**config.mk**
```make
export PLATFORM = sky130hd
export DESIGN_NAME = mbh_host_port
export DESIGN_NICKNAME = d
export VERILOG_FILES = /design/src/core/mbh_pkg.sv /design/src/core/mbh_host_port.sv
export SDC_FILE = /design/constraint.sdc
export NUM_CORES = 1
export LEC_CHECK = 0
export ABC_AREA = 0
export BUFFER_PORTS_ARGS = -buffer_cell sky130_fd_sc_hd__buf_2
export CORE_MARGIN = 4
export CORE_UTILIZATION = 30
export DETAILED_ROUTE_END_ITERATION = 6
export GPL_ROUTABILITY_DRIVEN = 0
export SYNTH_ARGS = -nofsm -noshare
export SYNTH_HDL_FRONTEND = slang
export SYNTH_SLANG_ARGS = --single-unit
```
**constraint.sdc**
```tcl
create_clock -name core_clk -period 2.5 [get_ports core_clk]
set_input_delay 0.125 -clock core_clk [delete_from_list [all_inputs] [get_ports core_clk]]
set_output_delay 0.125 -clock core_clk [all_outputs]
set_load 0.05 [all_outputs]
```
**src/core/mbh_pkg.sv**
```systemverilog
// package for the multiplexed bus host port: map layout, struct carriers and states
// Notes on behaviour
// RULE1: the data/read strobe level seen while the address latch strobe is high picks strobe or read/write-strobe style.
// RULE2: a strobe-style host keeps its data strobe low and a read/write-strobe host its read strobe high during address latch.
// RULE3: the map is 64 bytes: 10 time/calendar/alarm bytes, four control/status bytes and 50 storage bytes.
// RULE4: every byte other than the read-only exceptions is written and read back directly.
// RULE5: the interrupt flag and validity status bytes are read-only and ignore host writes.
// RULE6: bit 7 of the divider control byte and bit 7 of the seconds byte ignore host writes.
// RULE7: a read of the seconds byte always returns zero in bit 7.
// RULE8: while the update owns the ten time bytes their reads are undefined and the host avoids them.
// RULE9: the 50 storage bytes stay readable and writable during the update.
// RULE10: a six-bit byte index is latched from the bus when the address latch strobe falls and selects the next data phase.
package mbh_pkg;
  localparam int unsigned MBH_DEPTH = 64;
  localparam int unsigned MBH_AW = 6;
  localparam logic [5:0] MBH_SECONDS = 6'h00;
  localparam logic [5:0] MBH_TIME_LAST = 6'h09;
  localparam logic [5:0] MBH_DIV_CTRL = 6'h0A;
  localparam logic [5:0] MBH_IRQ_FLAGS = 6'h0C;
  localparam logic [5:0] MBH_VALID_STAT = 6'h0D;
  localparam int unsigned MBH_RO_BIT = 7;
  localparam logic [7:0] MBH_RESET_BYTE = 8'h00;

  typedef enum logic {MBH_STYLE_STROBE, MBH_STYLE_RDWR} mbh_style_t;

  // bus pins as seen by the port
  typedef struct packed {
    logic addr_latch_strobe;
    logic data_strobe_pin;
    logic rw_pin;
    logic chip_en_n;
    logic [7:0] ad_in;
  } mbh_bus_t;

  // internal status bytes supplied by the time-keeping side
  typedef struct packed {
    logic update_busy;
    logic [7:0] irq_flags;
    logic [7:0] valid_stat;
  } mbh_stat_t;
endpackage : mbh_pkg

```
**src/core/mbh_host_port.sv**
```systemverilog
// multiplexed address/data bus port with self-detected host style and 64-byte map
`timescale 1ns/1ns
`default_nettype none
module mbh_host_port (
  // clock and reset
  input wire logic core_clk,
  input wire logic sys_rst,
  // host bus
  input wire mbh_pkg::mbh_bus_t bus,
  output logic [7:0] ad_out,
  output logic ad_oe_n,
  // status from the time-keeping side
  input wire mbh_pkg::mbh_stat_t stat,
  // decoded host style
  output logic rdwr_style
);
  import mbh_pkg::*;

  // strobe history for edge detection
  logic as_d_r;
  logic as_d_nxt;
  logic ds_d_r;
  logic ds_d_nxt;
  // detected host style
  mbh_style_t style_r;
  mbh_style_t style_nxt;
  // latched byte index
  logic [MBH_AW-1:0] idx_r;
  logic [MBH_AW-1:0] idx_nxt;
  // byte map, kept in flops so a read needs no extra wait
  logic [7:0] mem_r [MBH_DEPTH];
  logic [7:0] mem_nxt [MBH_DEPTH];
  // read data and output enable
  logic [7:0] dout_r;
  logic [7:0] dout_nxt;
  logic oe_n_r;
  logic oe_n_nxt;
  // decoded bus phases
  logic sel;
  logic rd_act;
  logic wr_act;
  logic wr_edge;
  logic time_locked;
  logic wr_take;
  logic rd_take;

  // true for the ten time, calendar and alarm bytes
  function automatic logic is_time(input logic [MBH_AW-1:0] a);
    return a <= MBH_TIME_LAST;
  endfunction : is_time

  // bytes that take no host write at all
  function automatic logic is_ro_byte(input logic [MBH_AW-1:0] a);
    return (a == MBH_IRQ_FLAGS) || (a == MBH_VALID_STAT);
  endfunction : is_ro_byte

  // bytes whose top bit is fixed against host writes
  function automatic logic has_ro_top(input logic [MBH_AW-1:0] a);
    return (a == MBH_DIV_CTRL) || (a == MBH_SECONDS);
  endfunction : has_ro_top

  // merge a host write into the stored byte, keeping the protected parts
  function automatic logic [7:0] wr_merge(input logic [MBH_AW-1:0] a, input logic [7:0] old_v, input logic [7:0] d);
    logic [7:0] v;
    v = d;
    if (is_ro_byte(a)) begin
      v = old_v; // [RULE5]
    end else if (has_ro_top(a)) begin
      v[MBH_RO_BIT] = old_v[MBH_RO_BIT]; // [RULE6]
    end
    return v;
  endfunction : wr_merge

  // host view of one byte: status bytes come from the time-keeping side
  function automatic logic [7:0] rd_view(input logic [MBH_AW-1:0] a, input logic [7:0] stored, input mbh_stat_t s);
    logic [7:0] v;
    unique case (a)
      MBH_IRQ_FLAGS: begin
        v = s.irq_flags; // [RULE5]
      end
      MBH_VALID_STAT: begin
        v = s.valid_stat; // [RULE5]
      end
      MBH_SECONDS: begin
        v = stored;
        v[MBH_RO_BIT] = 1'b0; // [RULE7]
      end
      default: begin
        v = stored; // [RULE3] [RULE4]
      end
    endcase
    return v;
  endfunction : rd_view

  // one select for both styles: chip enabled and address phase over
  assign sel = !bus.chip_en_n && !bus.addr_latch_strobe;

  // strobe style: data strobe high opens the window, rw_pin high reads and low writes;
  // read/write-strobe style: data_strobe_pin is the active-low read, rw_pin the active-low write
  always_comb begin
    if (style_r == MBH_STYLE_STROBE) begin // [RULE1]
      rd_act = bus.data_strobe_pin && bus.rw_pin;
      wr_act = bus.data_strobe_pin && !bus.rw_pin;
      // the write lands as the data strobe falls, after the data had the whole window to settle
      wr_edge = ds_d_r && !bus.data_strobe_pin && !bus.rw_pin;
    end else begin
      rd_act = !bus.data_strobe_pin;
      wr_act = !bus.rw_pin;
      // level-sensitive: a held write strobe rewrites the same byte, the last value wins
      wr_edge = wr_act;
    end
  end

  // time bytes belong to the update while it runs
  assign time_locked = stat.update_busy && is_time(idx_r);
  assign wr_take = sel && wr_edge && !time_locked;
  // a read is ignored while the write strobe is also active, so a conflict never drives the bus
  assign rd_take = sel && rd_act && !wr_act;

  // strobe history
  always_comb begin
    as_d_nxt = bus.addr_latch_strobe;
    ds_d_nxt = bus.data_strobe_pin;
  end

  // reset levels match an idle strobe-style host, so no false fall follows reset
  always_ff @(posedge core_clk) begin
    if (sys_rst) begin
      as_d_r <= 1'b0;
      ds_d_r <= 1'b0;
    end else begin
      as_d_r <= as_d_nxt;
      ds_d_r <= ds_d_nxt;
    end
  end

  // host style
  always_comb begin
    style_nxt = style_r;
    // data strobe low means strobe-style host, read strobe high means read/write style
    if (bus.addr_latch_strobe) begin
      style_nxt = bus.data_strobe_pin ? MBH_STYLE_RDWR : MBH_STYLE_STROBE; // [RULE1] [RULE2]
    end
  end

  // a strobe-style host is assumed until the first address phase shows otherwise
  always_ff @(posedge core_clk) begin
    if (sys_rst) begin
      style_r <= MBH_STYLE_STROBE;
    end else begin
      style_r <= style_nxt;
    end
  end

  // byte index
  always_comb begin
    idx_nxt = idx_r;
    // first edge with the latch strobe low: the host must still hold the index on the bus
    if (as_d_r && !bus.addr_latch_strobe) begin
      idx_nxt = bus.ad_in[MBH_AW-1:0]; // [RULE10]
    end
  end

  always_ff @(posedge core_clk) begin
    if (sys_rst) begin
      idx_r <= '0;
    end else begin
      idx_r <= idx_nxt;
    end
  end

  // byte map
  always_comb begin
    mem_nxt = mem_r;
    // a write aimed at the time bytes mid-update is dropped; storage bytes always accept it
    if (wr_take) begin // [RULE4] [RULE9]
      mem_nxt[idx_r] = wr_merge(idx_r, mem_r[idx_r], bus.ad_in);
    end
  end

  // reset clears the whole map; nothing here survives a reset
  always_ff @(posedge core_clk) begin
    if (sys_rst) begin
      for (int unsigned i = 0; i < MBH_DEPTH; i++) begin
        mem_r[i] <= MBH_RESET_BYTE;
      end
    end else begin
      mem_r <= mem_nxt;
    end
  end

  // read data and enable
  always_comb begin
    dout_nxt = dout_r;
    oe_n_nxt = 1'b1;
    if (rd_take) begin
      oe_n_nxt = 1'b0;
      dout_nxt = rd_view(idx_r, mem_r[idx_r], stat);
      // undefined during the update; a fixed zero keeps the answer predictable
      if (time_locked) begin
        dout_nxt = MBH_RESET_BYTE; // [RULE8]
      end
    end
  end

  always_ff @(posedge core_clk) begin
    if (sys_rst) begin
      dout_r <= MBH_RESET_BYTE;
      oe_n_r <= 1'b1;
    end else begin
      dout_r <= dout_nxt;
      oe_n_r <= oe_n_nxt;
    end
  end

  // outputs straight from flops
  assign ad_out = dout_r;
  assign ad_oe_n = oe_n_r;
  assign rdwr_style = (style_r == MBH_STYLE_RDWR);
endmodule : mbh_host_port
`default_nettype wire

```
# ---- Yosys cells after proc, flatten, opt, wreduce, memory -nomap -nowiden
# Index checks and enable logic that the tools add are counted.
dict set report op_classes {
  n_lt_le_gt_ge 3
  n_eq_ne 3
  muxes 18
  bitwise 1
  n_reduce_logical 21
}
# op count
set op_table {}
lappend op_table {{bitwise mux 512 bit} 1}
lappend op_table {{binary-select mux 8 bit (select 6 bit)} 1}
lappend op_table {{demux 8 bit (select 6 bit)} 1}
lappend op_table {{2-to-1 mux 8 bit} 4}
lappend op_table {{one-hot mux 8 bit (3 select lines)} 1}
lappend op_table {{equality test 6 x 4 -> 1 bit (second input constant)} 3}
lappend op_table {{2-to-1 mux 7 bit} 2}
lappend op_table {{logical AND 1 bit} 12}
lappend op_table {{2-to-1 mux 1 bit} 8}
lappend op_table {{>= comparator 7 bit (second input constant)} 1}
lappend op_table {{< comparator 7 x 1 -> 1 bit (second input constant)} 1}
lappend op_table {{NOT 6 -> 7 bit} 1}
lappend op_table {{less-or-equal comparator 6 x 4 -> 1 bit (second input constant)} 1}
lappend op_table {{zero test 1 bit} 6}
lappend op_table {{zero test 6 bit} 1}
lappend op_table {{logical OR 1 bit} 2}
dict set report totals {
  ff_bits 530
  inputBits 31
  out_inout_bits 10
  elab_cells 116
}

# ---- Logic depth before layout (Yosys ltp)
# Gate-level depths: netlist of the first run.
dict set report logic_depth {
  depth_word 8
  mapped_depth 10
  ltp_nobuf 6
}

# ---- Least setup slack after synthesis of the first run
# OpenSTA, ideal clock, no wires.
dict set report synth_timing {
  path_type {reg2reg}
  startpoint {reg idx_r[0]}
  endpoint {reg dout_r[2] (netlist: ad_out[2])}
  setup_time_ns 0.130
  arrival_time_ns 2.026
  t_required_ns 2.370
  setup_slack_ns 0.344
  stages_incl_launch_ff 9
  n_path_buf 3
  synth_period_minus_slack_ns 2.156
  cell_sequence {dfxtp_1 -> buf_2 -> buf_2 -> buf_2 -> mux4_2 -> a211oi_1 -> nand3_1 -> a21oi_1 -> o22ai_1}
}
dict set report synth_via {
  elab_chain_cells 6
  word_cells_on_any_way 11
  classes_between {order compare: 1; eq/ne: 2; mux: 5; bitwise: 1; reduce/logical: 2}
}
# item line
set synth_rtl {}
lappend synth_rtl {{start, declared} mbh_host_port.sv:28} ;# logic [MBH_AW-1:0] idx_r;
lappend synth_rtl {{start signal, assigned} mbh_host_port.sv:168} ;# idx_r <= idx_nxt;
lappend synth_rtl {{NOT 6 -> 7 bit (not written as such)} mbh_host_port.sv:198} ;# dout_nxt = rd_view(idx_r, mem_r[idx_r], stat);
lappend synth_rtl {{binary-select mux 8 bit (select 6 bit)} mbh_host_port.sv:198}
lappend synth_rtl {{2-to-1 mux 8 bit (not written as such) (2 in series)} mbh_host_port.sv:198}
lappend synth_rtl {{one-hot mux 8 bit (3 select lines)} mbh_host_port.sv:77} ;# unique case (a)
lappend synth_rtl {{2-to-1 mux 8 bit (*)} mbh_host_port.sv:200} ;# if (time_locked) begin
lappend synth_rtl {{end signal, assigned} mbh_host_port.sv:211} ;# dout_r <= dout_nxt;
lappend synth_rtl {{end, declared} mbh_host_port.sv:34} ;# logic [7:0] dout_r;
# Mark *: on every way between the ends. The rest lies on a longest branch, timed or not. The select of a mux whose other input is x is not followed.
# A chain may end at the register's enable or synchronous reset.

# ---- Worst setup path after layout of the first run
dict set report layout_timing {
  startpoint {reg idx_r[1]}
  endpoint {reg dout_r[3] (netlist: ad_out[3])}
}
# The elaborated chain is that of the path after synthesis.

==> flow_summary.toml, run 1 <==
[synth]
synth_cells = 2220
ys_types = 52
ys_ff_latch = 530
async_flop_share_pct = 0
syn-cell-area_mm2 = 0.0236
synth_edf_count = 0
synth.area.top_cells = "dfxtp_1 45%, mux2i_1 13%, mux4_2 9.8%"
synth_top_area_share_pct = 44.9
syn_nets = 2251
avgSynthCellArea_um2 = 10.6
synth-warning-count = 0
ys.flop_type = "dfxtp_1"
yosysSeqAreaShare_pct = 44.9
synth_top_area_cell = "dfxtp_1"

[power]
power_w = 0.0176
intPower_w = 0.0136
p_leak_nw = 9.13
power_frac_clock_pct = 46.8
swShare_pct = 22.7
vdd_ir_drop_max_mv = 0.469
pwr_density_cell_mw_per_mm2 = 621
power_frac_seq_pct = 48.1
power_frac_comb_pct = 5.2
p_switching_w = 0.00399

[grt]
grt_pass1_vias = 17623
grt_overflow_total = 0
grt_util_all_layers_pct = 16.8
grt_pass1_wl_um = 109000
grt_max_degree = 113
antenna_found_initial = 6

[finish]
register_area_mm2 = 0.0106
area_growth_syn_to_layout_pct = 20.0
drive_above_1_share_pct = 20.4
final_nets = 2343
num-fill-cells = 7486
multi_input_area_mm2 = 0.0123
final_common_cell = "dfxtp_1"
layout_common_cells = "528 x dfxtp_1, 309 x mux2i_1, 261 x nand2b_1"

[sta]
final-setup-viol-count = 0
drv_slew = 0
max_slew_margin_pct = 42.9
max_freq_mhz = 413
worst_pin_slew_ns = 0.857
whs_ns = 0.0540
fin_crit_sh_pct = 96.7
skew_ns = 0.0135
grt_setup_unrepaired = "yes"
hold_viol_final = 0
period_needed_ns = 2.42

[clock_tree]
cts_buffer_depth = 3
insertion_delay_ns = 0.60
cts_tree = "yes"
clock_sinks = 530
clk_pin_slew_ns = 0.07
cts_max_level = 2
cts_root_buffer = "clkbuf_16"
cts_made_buffers = 55

[die]
ios = 41
initial_core_util_pct = 30.4
core_mm2 = 0.0777
dieWidth_um = 289
die-area_mm2 = 0.0833
fp.dieH_um = 289
rows = 102

[worst_setup_path]
endpoint_kind = "register"
reg2reg_from = "idx_r[1]"
cp_max_fo = 25
rrSetupSlack_ns = 0.08
critPathArrivalTime_ns = 2.89
required_ns = 2.97
reg2regPathDepth = 7
start_kind = "register"
timing.rr.end = "ad_out[3]"
critPathKind = "reg -> reg"

[hold_path]
timing.hold.worst.start = "stat[9]"
hold_depth = 4
worstHoldEndpoint = "ad_out[1]"
hold_path.class = "in -> reg"

[drt]
drt_iter0_markers = 1619
drt_wl_total_um = 71600
antenna_left = 0
wl_per_cell_um = 21.1
via_count = 17762
via_per_inst = 5.23
drc = 0
drtPass1Iterations = 6

[outcome]
outcome = "complete, no violations"

[flow_run]
drv_cap = 0

[place]
io_buffers = 40
hpwl_um = 47400
-- cells in the mapped netlist, types with 9 or more instances --
cell and n:
nand4_1 9, nand2b_1 261, nand2_1 37, mux2i_1 310, buf_2 32, nand3_1 35, dfxtp_1 530, mux4_2 103
a21oi_1 12, nor2b_1 20, nor2_1 29, nand3b_1 243, clkbuf_1 159, nor2_2 27, mux2_2 12, o21ai_0 252
a22oi_1 65
-- cells by family (layout without fill, tap and decap cells) --
group | count (synthesis) | in the layout | share of synthesized area [%]
AND/OR/NAND/NOR | 705 | 705 | 19.4
XOR/XNOR | 2 | 2 | 0.0741
AO/OA/AOI/OAI | 356 | 356 | 8.53
buffers and inverters | 201 | 332 | 3.51
multiplexers | 426 | 426 | 23.6
other | 0 | 3 | 0
flip-flops | 530 | 530 | 44.9
-- stage by stage --
step	setup slack, ns	instances	util, %	TNS (ns)	cell area [um^2]
detailed placement	-0.263	3272	33.8	-0.880	26300
global route	-0.00231	3392	36.5	-0.00231	28300
CTS	0.00254	3383	36.3	0	28200
global placement	-0.247	3272	33.8	-0.754	26300
finish	0.0814	3394	36.5	0	28300
floorplan	0.344	2220	-	0	23600
-- repair_timing --
| item | in CTS | in global routing |
|---|---|---|
| hold endpoints to repair | 18 | 0 |
| hold buffers | 14 | 0 |
| endpoints found under the setup margin | 6 | 102 |
| gates resized for setup | 5 | 5 |
| setup buffers | 1 | 7 |
| gates cloned | 0 | 1 |
| pin swaps | 0 | 1 |
-- registers in the layout (all words and copies together), names as in the netlist --
register / flops
as_d_r: 1
idx_r: 6
ad_oe_n: 1
mem_r: 512
ds_d_r: 1
rdwr_style: 1
ad_out: 8
-- worst max-delay path, stage by stage, from the launching register on --
cell	delay, ns
dfxtp_4	0.50
buf_16	0.25
buf_4	0.27
mux4_2	0.34
a22oi_1	0.45
nand4_1	0.23
nor2_1	0.13
o22ai_1	0.08
-- layer usage --
layer  global-route usage (%)  vias up  wire length, um
met4                     5.94        6             2320
met2                     26.0      631            31600
met5                        0        -               46
met3                     4.48      141             5910
li1                         -     8176                -
met1                     22.8     8808            31800
-- how the worst max path moves through the flow --
stage,slack (ns),to,startpoint,depth (start not counted)
4_1_cts,0.003,ad_out[6],idx_r[0],7
5_1_grt,-0.002,mem_r[392],idx_r[1],9
6_report,0.08,ad_out[3],idx_r[1],7
3_5_place_dp,-0.26,ad_out[1],idx_r[0],7
3_3_place_gp,-0.25,ad_out[4],idx_r[1],7
2_1_floorplan,0.34,ad_out[2],idx_r[0],8
-- final cells by class --
type                    instances  area share, %
multi-input cells            1489           43.4
diodes                          3         0.0265
flip-flops and latches        530           37.5
repair buffers                235           8.20
clock inverters                20          0.777
well taps                    1040           4.59
clock buffers                  76           5.53
inverters                       1         0.0132
-- power groups by stage --
stage	logic (W)	registers (W)	clock network (W)
after floorplan	0.000514	0.00865	0
after global placement	0.000851	0.00865	0
after detailed placement	0.000860	0.00866	0
after CTS	0.000887	0.00846	0.00839
after global routing	0.000954	0.00846	0.00872
final	0.000911	0.00846	0.00823
Power figures use the tool's default switching activity.
==> run 2: changes to the inputs <==
--- a/config.mk
+++ b/config.mk
@@ -7,10 +7,14 @@
 export LEC_CHECK = 0
 export ABC_AREA = 0
 export BUFFER_PORTS_ARGS = -buffer_cell sky130_fd_sc_hd__buf_2
+export CELL_PAD_IN_SITES_DETAIL_PLACEMENT = 1
+export CELL_PAD_IN_SITES_GLOBAL_PLACEMENT = 1
 export CORE_MARGIN = 4
 export CORE_UTILIZATION = 30
 export DETAILED_ROUTE_END_ITERATION = 6
 export GPL_ROUTABILITY_DRIVEN = 0
+export PLACE_DENSITY_LB_ADDON = 0.1
+export REMOVE_ABC_BUFFERS = 1
 export SYNTH_ARGS = -nofsm -noshare
 export SYNTH_HDL_FRONTEND = slang
 export SYNTH_SLANG_ARGS = --single-unit
==> constraint.sdc (replaced) <==
create_clock -name core_clk -period 2.1 [get_ports core_clk]
set_input_delay 0.105 -clock core_clk [delete_from_list [all_inputs] [get_ports core_clk]]
set_output_delay 0.105 -clock core_clk [all_outputs]
set_load 0.05 [all_outputs]
==> run 2 against run 1 <==
- the flow now finishes with violations (setup timing)
- first-iteration DRC count shrank 27%
- cell count grew 6.3%
- power grew 31%
- worst setup slack lost 0.27 ns
- largest cell class unchanged
- highest routed layer unchanged
==> flow_summary.toml, run 2 (synthesis results as in run 1) <==
[outcome]
outcome = "finished with violations"
violations = "setup timing"

[hold_path]
hold_path.class = "in -> reg"
hold_depth = 4

[drt]
drc = 0
drt_iter0_markers = 1185
via_per_inst = 5.16
antenna_left = 0
drt_wl_total_um = 88800
wl_per_cell_um = 24.6
via_count = 18609
drtPass1Iterations = 6

[finish]
stdcell_area_mm2 = 0.0322
final_nets = 2549
final_common_cell = "dfxtp_1"
top_register = "mem_r"
largest_reg_flops = 512
stdcell_count = 3607
area_growth_syn_to_layout_pct = 36.2
drive_above_1_share_pct = 30.9
layout_common_cells = "525 x dfxtp_1, 298 x mux2i_1, 259 x nand2b_1"

[worst_setup_path]
path_delay_family = "multiplexers"
critPathArrivalTime_ns = 2.76
worst-path-buf-inv = 2
cp_slowest_cell = "mux4_2"
cp_num_cells = 8
cp_max_fo = 6
cp_slowest_stage_delay_ns = 0.50
start_kind = "register"
required_ns = 2.57
cp_cell_sequence = "buf_12 > buf_6 > mux4_2 > mux2_4 > nand2_2 > nand4_1 > nor2_1 > o22ai_1"
critPathKind = "reg -> reg"
endpoint_kind = "register"
reg2regPathDepth = 8

[sta]
grt_setup_unrepaired = "yes"
max_freq_mhz = 438
max_slew_margin_pct = 43.3
fin_ws_ns = -0.185
skew_ns = 0.0227
tns_ns = -1.94
hold_viol_final = 0
final-setup-viol-count = 25
fin_crit_sh_pct = 109
period_needed_ns = 2.29
worst_pin_slew_ns = 0.843
drv_slew = 0

[power]
intPower_w = 0.0177
pwr_density_cell_mw_per_mm2 = 717
swShare_pct = 23.3
vdd_ir_drop_max_mv = 0.550
p_switching_w = 0.00538
p_leak_nw = 10.9
power_w = 0.0231
power_frac_comb_pct = 6.4
power_frac_clock_pct = 50.0
power_frac_seq_pct = 43.7

[clock_tree]
cts_made_buffers = 67
clk_pin_slew_ns = 0.06
cts_max_level = 3
clock_sinks = 530
cts_root_buffer = "clkbuf_16"
cts_tree = "yes"
insertion_delay_ns = 0.61
cts_buffer_depth = 3

[grt]
grt_max_degree = 134
grt_util_all_layers_pct = 20.8
grt_overflow_total = 0
grt_pass1_vias = 19502
grt_pass1_wl_um = 130000
antenna_found_initial = 1

[place]
dpl.cell_count = 3388
hpwl_um = 58600
placed_area_mm2 = 0.0277
io_buffers = 40

[die]
initial_core_util_pct = 30.4
die-area_mm2 = 0.0833
dieWidth_um = 289
core_mm2 = 0.0777
rows = 102
fp.dieH_um = 289
ios = 41

[flow_run]
drv_cap = 0
[run 2: changes by cell type in the layout (fill, tap and decap cells not counted), moves of 11 or more]
cell | before | now
a22oi_2 | 3 | 28
mux2i_1 | 309 | 298
a22oi_1 | 62 | 37
buf_4 | 133 | 204
clkbuf_16 | 58 | 76
nor2_2 | 27 | 2
buf_6 | 0 | 35
nor2_4 | 4 | 35
o21ai_2 | 1 | 20
buf_12 | 44 | 107
o21ai_0 | 251 | 213
o21ai_1 | 1 | 20
[run 2: worst min-delay path, cell delays in order]
cell	delay [ns]
buf_2	0.09
nor2_1	0.04
nand3_1	0.21
or2_2	0.15
[run 2: area by class of cell]
type,count,area (um^2)
clock buffers,101,2000
well taps,1040,1300
repair buffers,429,5000
diodes,1,2.50
clock inverters,16,198
fillers,8243,45500
inverters,1,8.76
flip-flops and latches,530,10600
multi-input cells,1489,13000
[run 2: stage by stage]
| step | hold WS (ns) | worst slack [ns] | utilization, % |
|---|---|---|---|
| 6_report | 0.0330 | -0.185 | 41.4 |
| 4_1_cts | 0.00217 | -0.224 | 40.4 |
| 5_1_grt | 0.0209 | -0.248 | 41.4 |
| 3_5_place_dp | 0.378 | -0.518 | 35.7 |
| 3_3_place_gp | 0.378 | -0.483 | 35.7 |
| 2_1_floorplan | 0.177 | -5.48 | - |
[run 2: path summary, 6_finish.rpt]
kind / startpoint / to / slack, ns
worst max-delay path: idx_r[1] / ad_out[3] / -0.19
worst min-delay path: bus[8] / ad_oe_n / 0.03
worst max register to register: idx_r[1] / ad_out[3] / -0.19
worst min register to register: mem_r[404] / mem_r[404] / 0.46
[run 2: timing repair]
action,in CTS,in global routing
setup endpoints to repair,509,391
pin swaps,36,44
resized for setup,162,129
cloned,5,7
hold buffers,19,0
buffers inserted,60,17
hold endpoints to repair,16,0
[run 2: layer usage]
| layer | global-route usage (%) | vias up | wire (um) |
|---|---|---|---|
| li1 | - | 8621 | - |
| met2 | 33.7 | 314 | 41100 |
| met3 | 3.53 | 97 | 3610 |
| met5 | 0 | - | 13 |
| met1 | 29.2 | 9575 | 42500 |
| met4 | 4.20 | 2 | 1570 |
[run 2: power by group through the flow]
| stage | Clock [W] | Combinational, W | Sequential (W) |
|---|---|---|---|
| floorplan | 0 | 0.000435 | 0.0104 |
| global placement | 0 | 0.00116 | 0.0103 |
| detailed placement | 0 | 0.00117 | 0.0103 |
| CTS | 0.0119 | 0.00141 | 0.0101 |
| global route | 0.0122 | 0.00155 | 0.0101 |
| finish | 0.0115 | 0.00147 | 0.0101 |
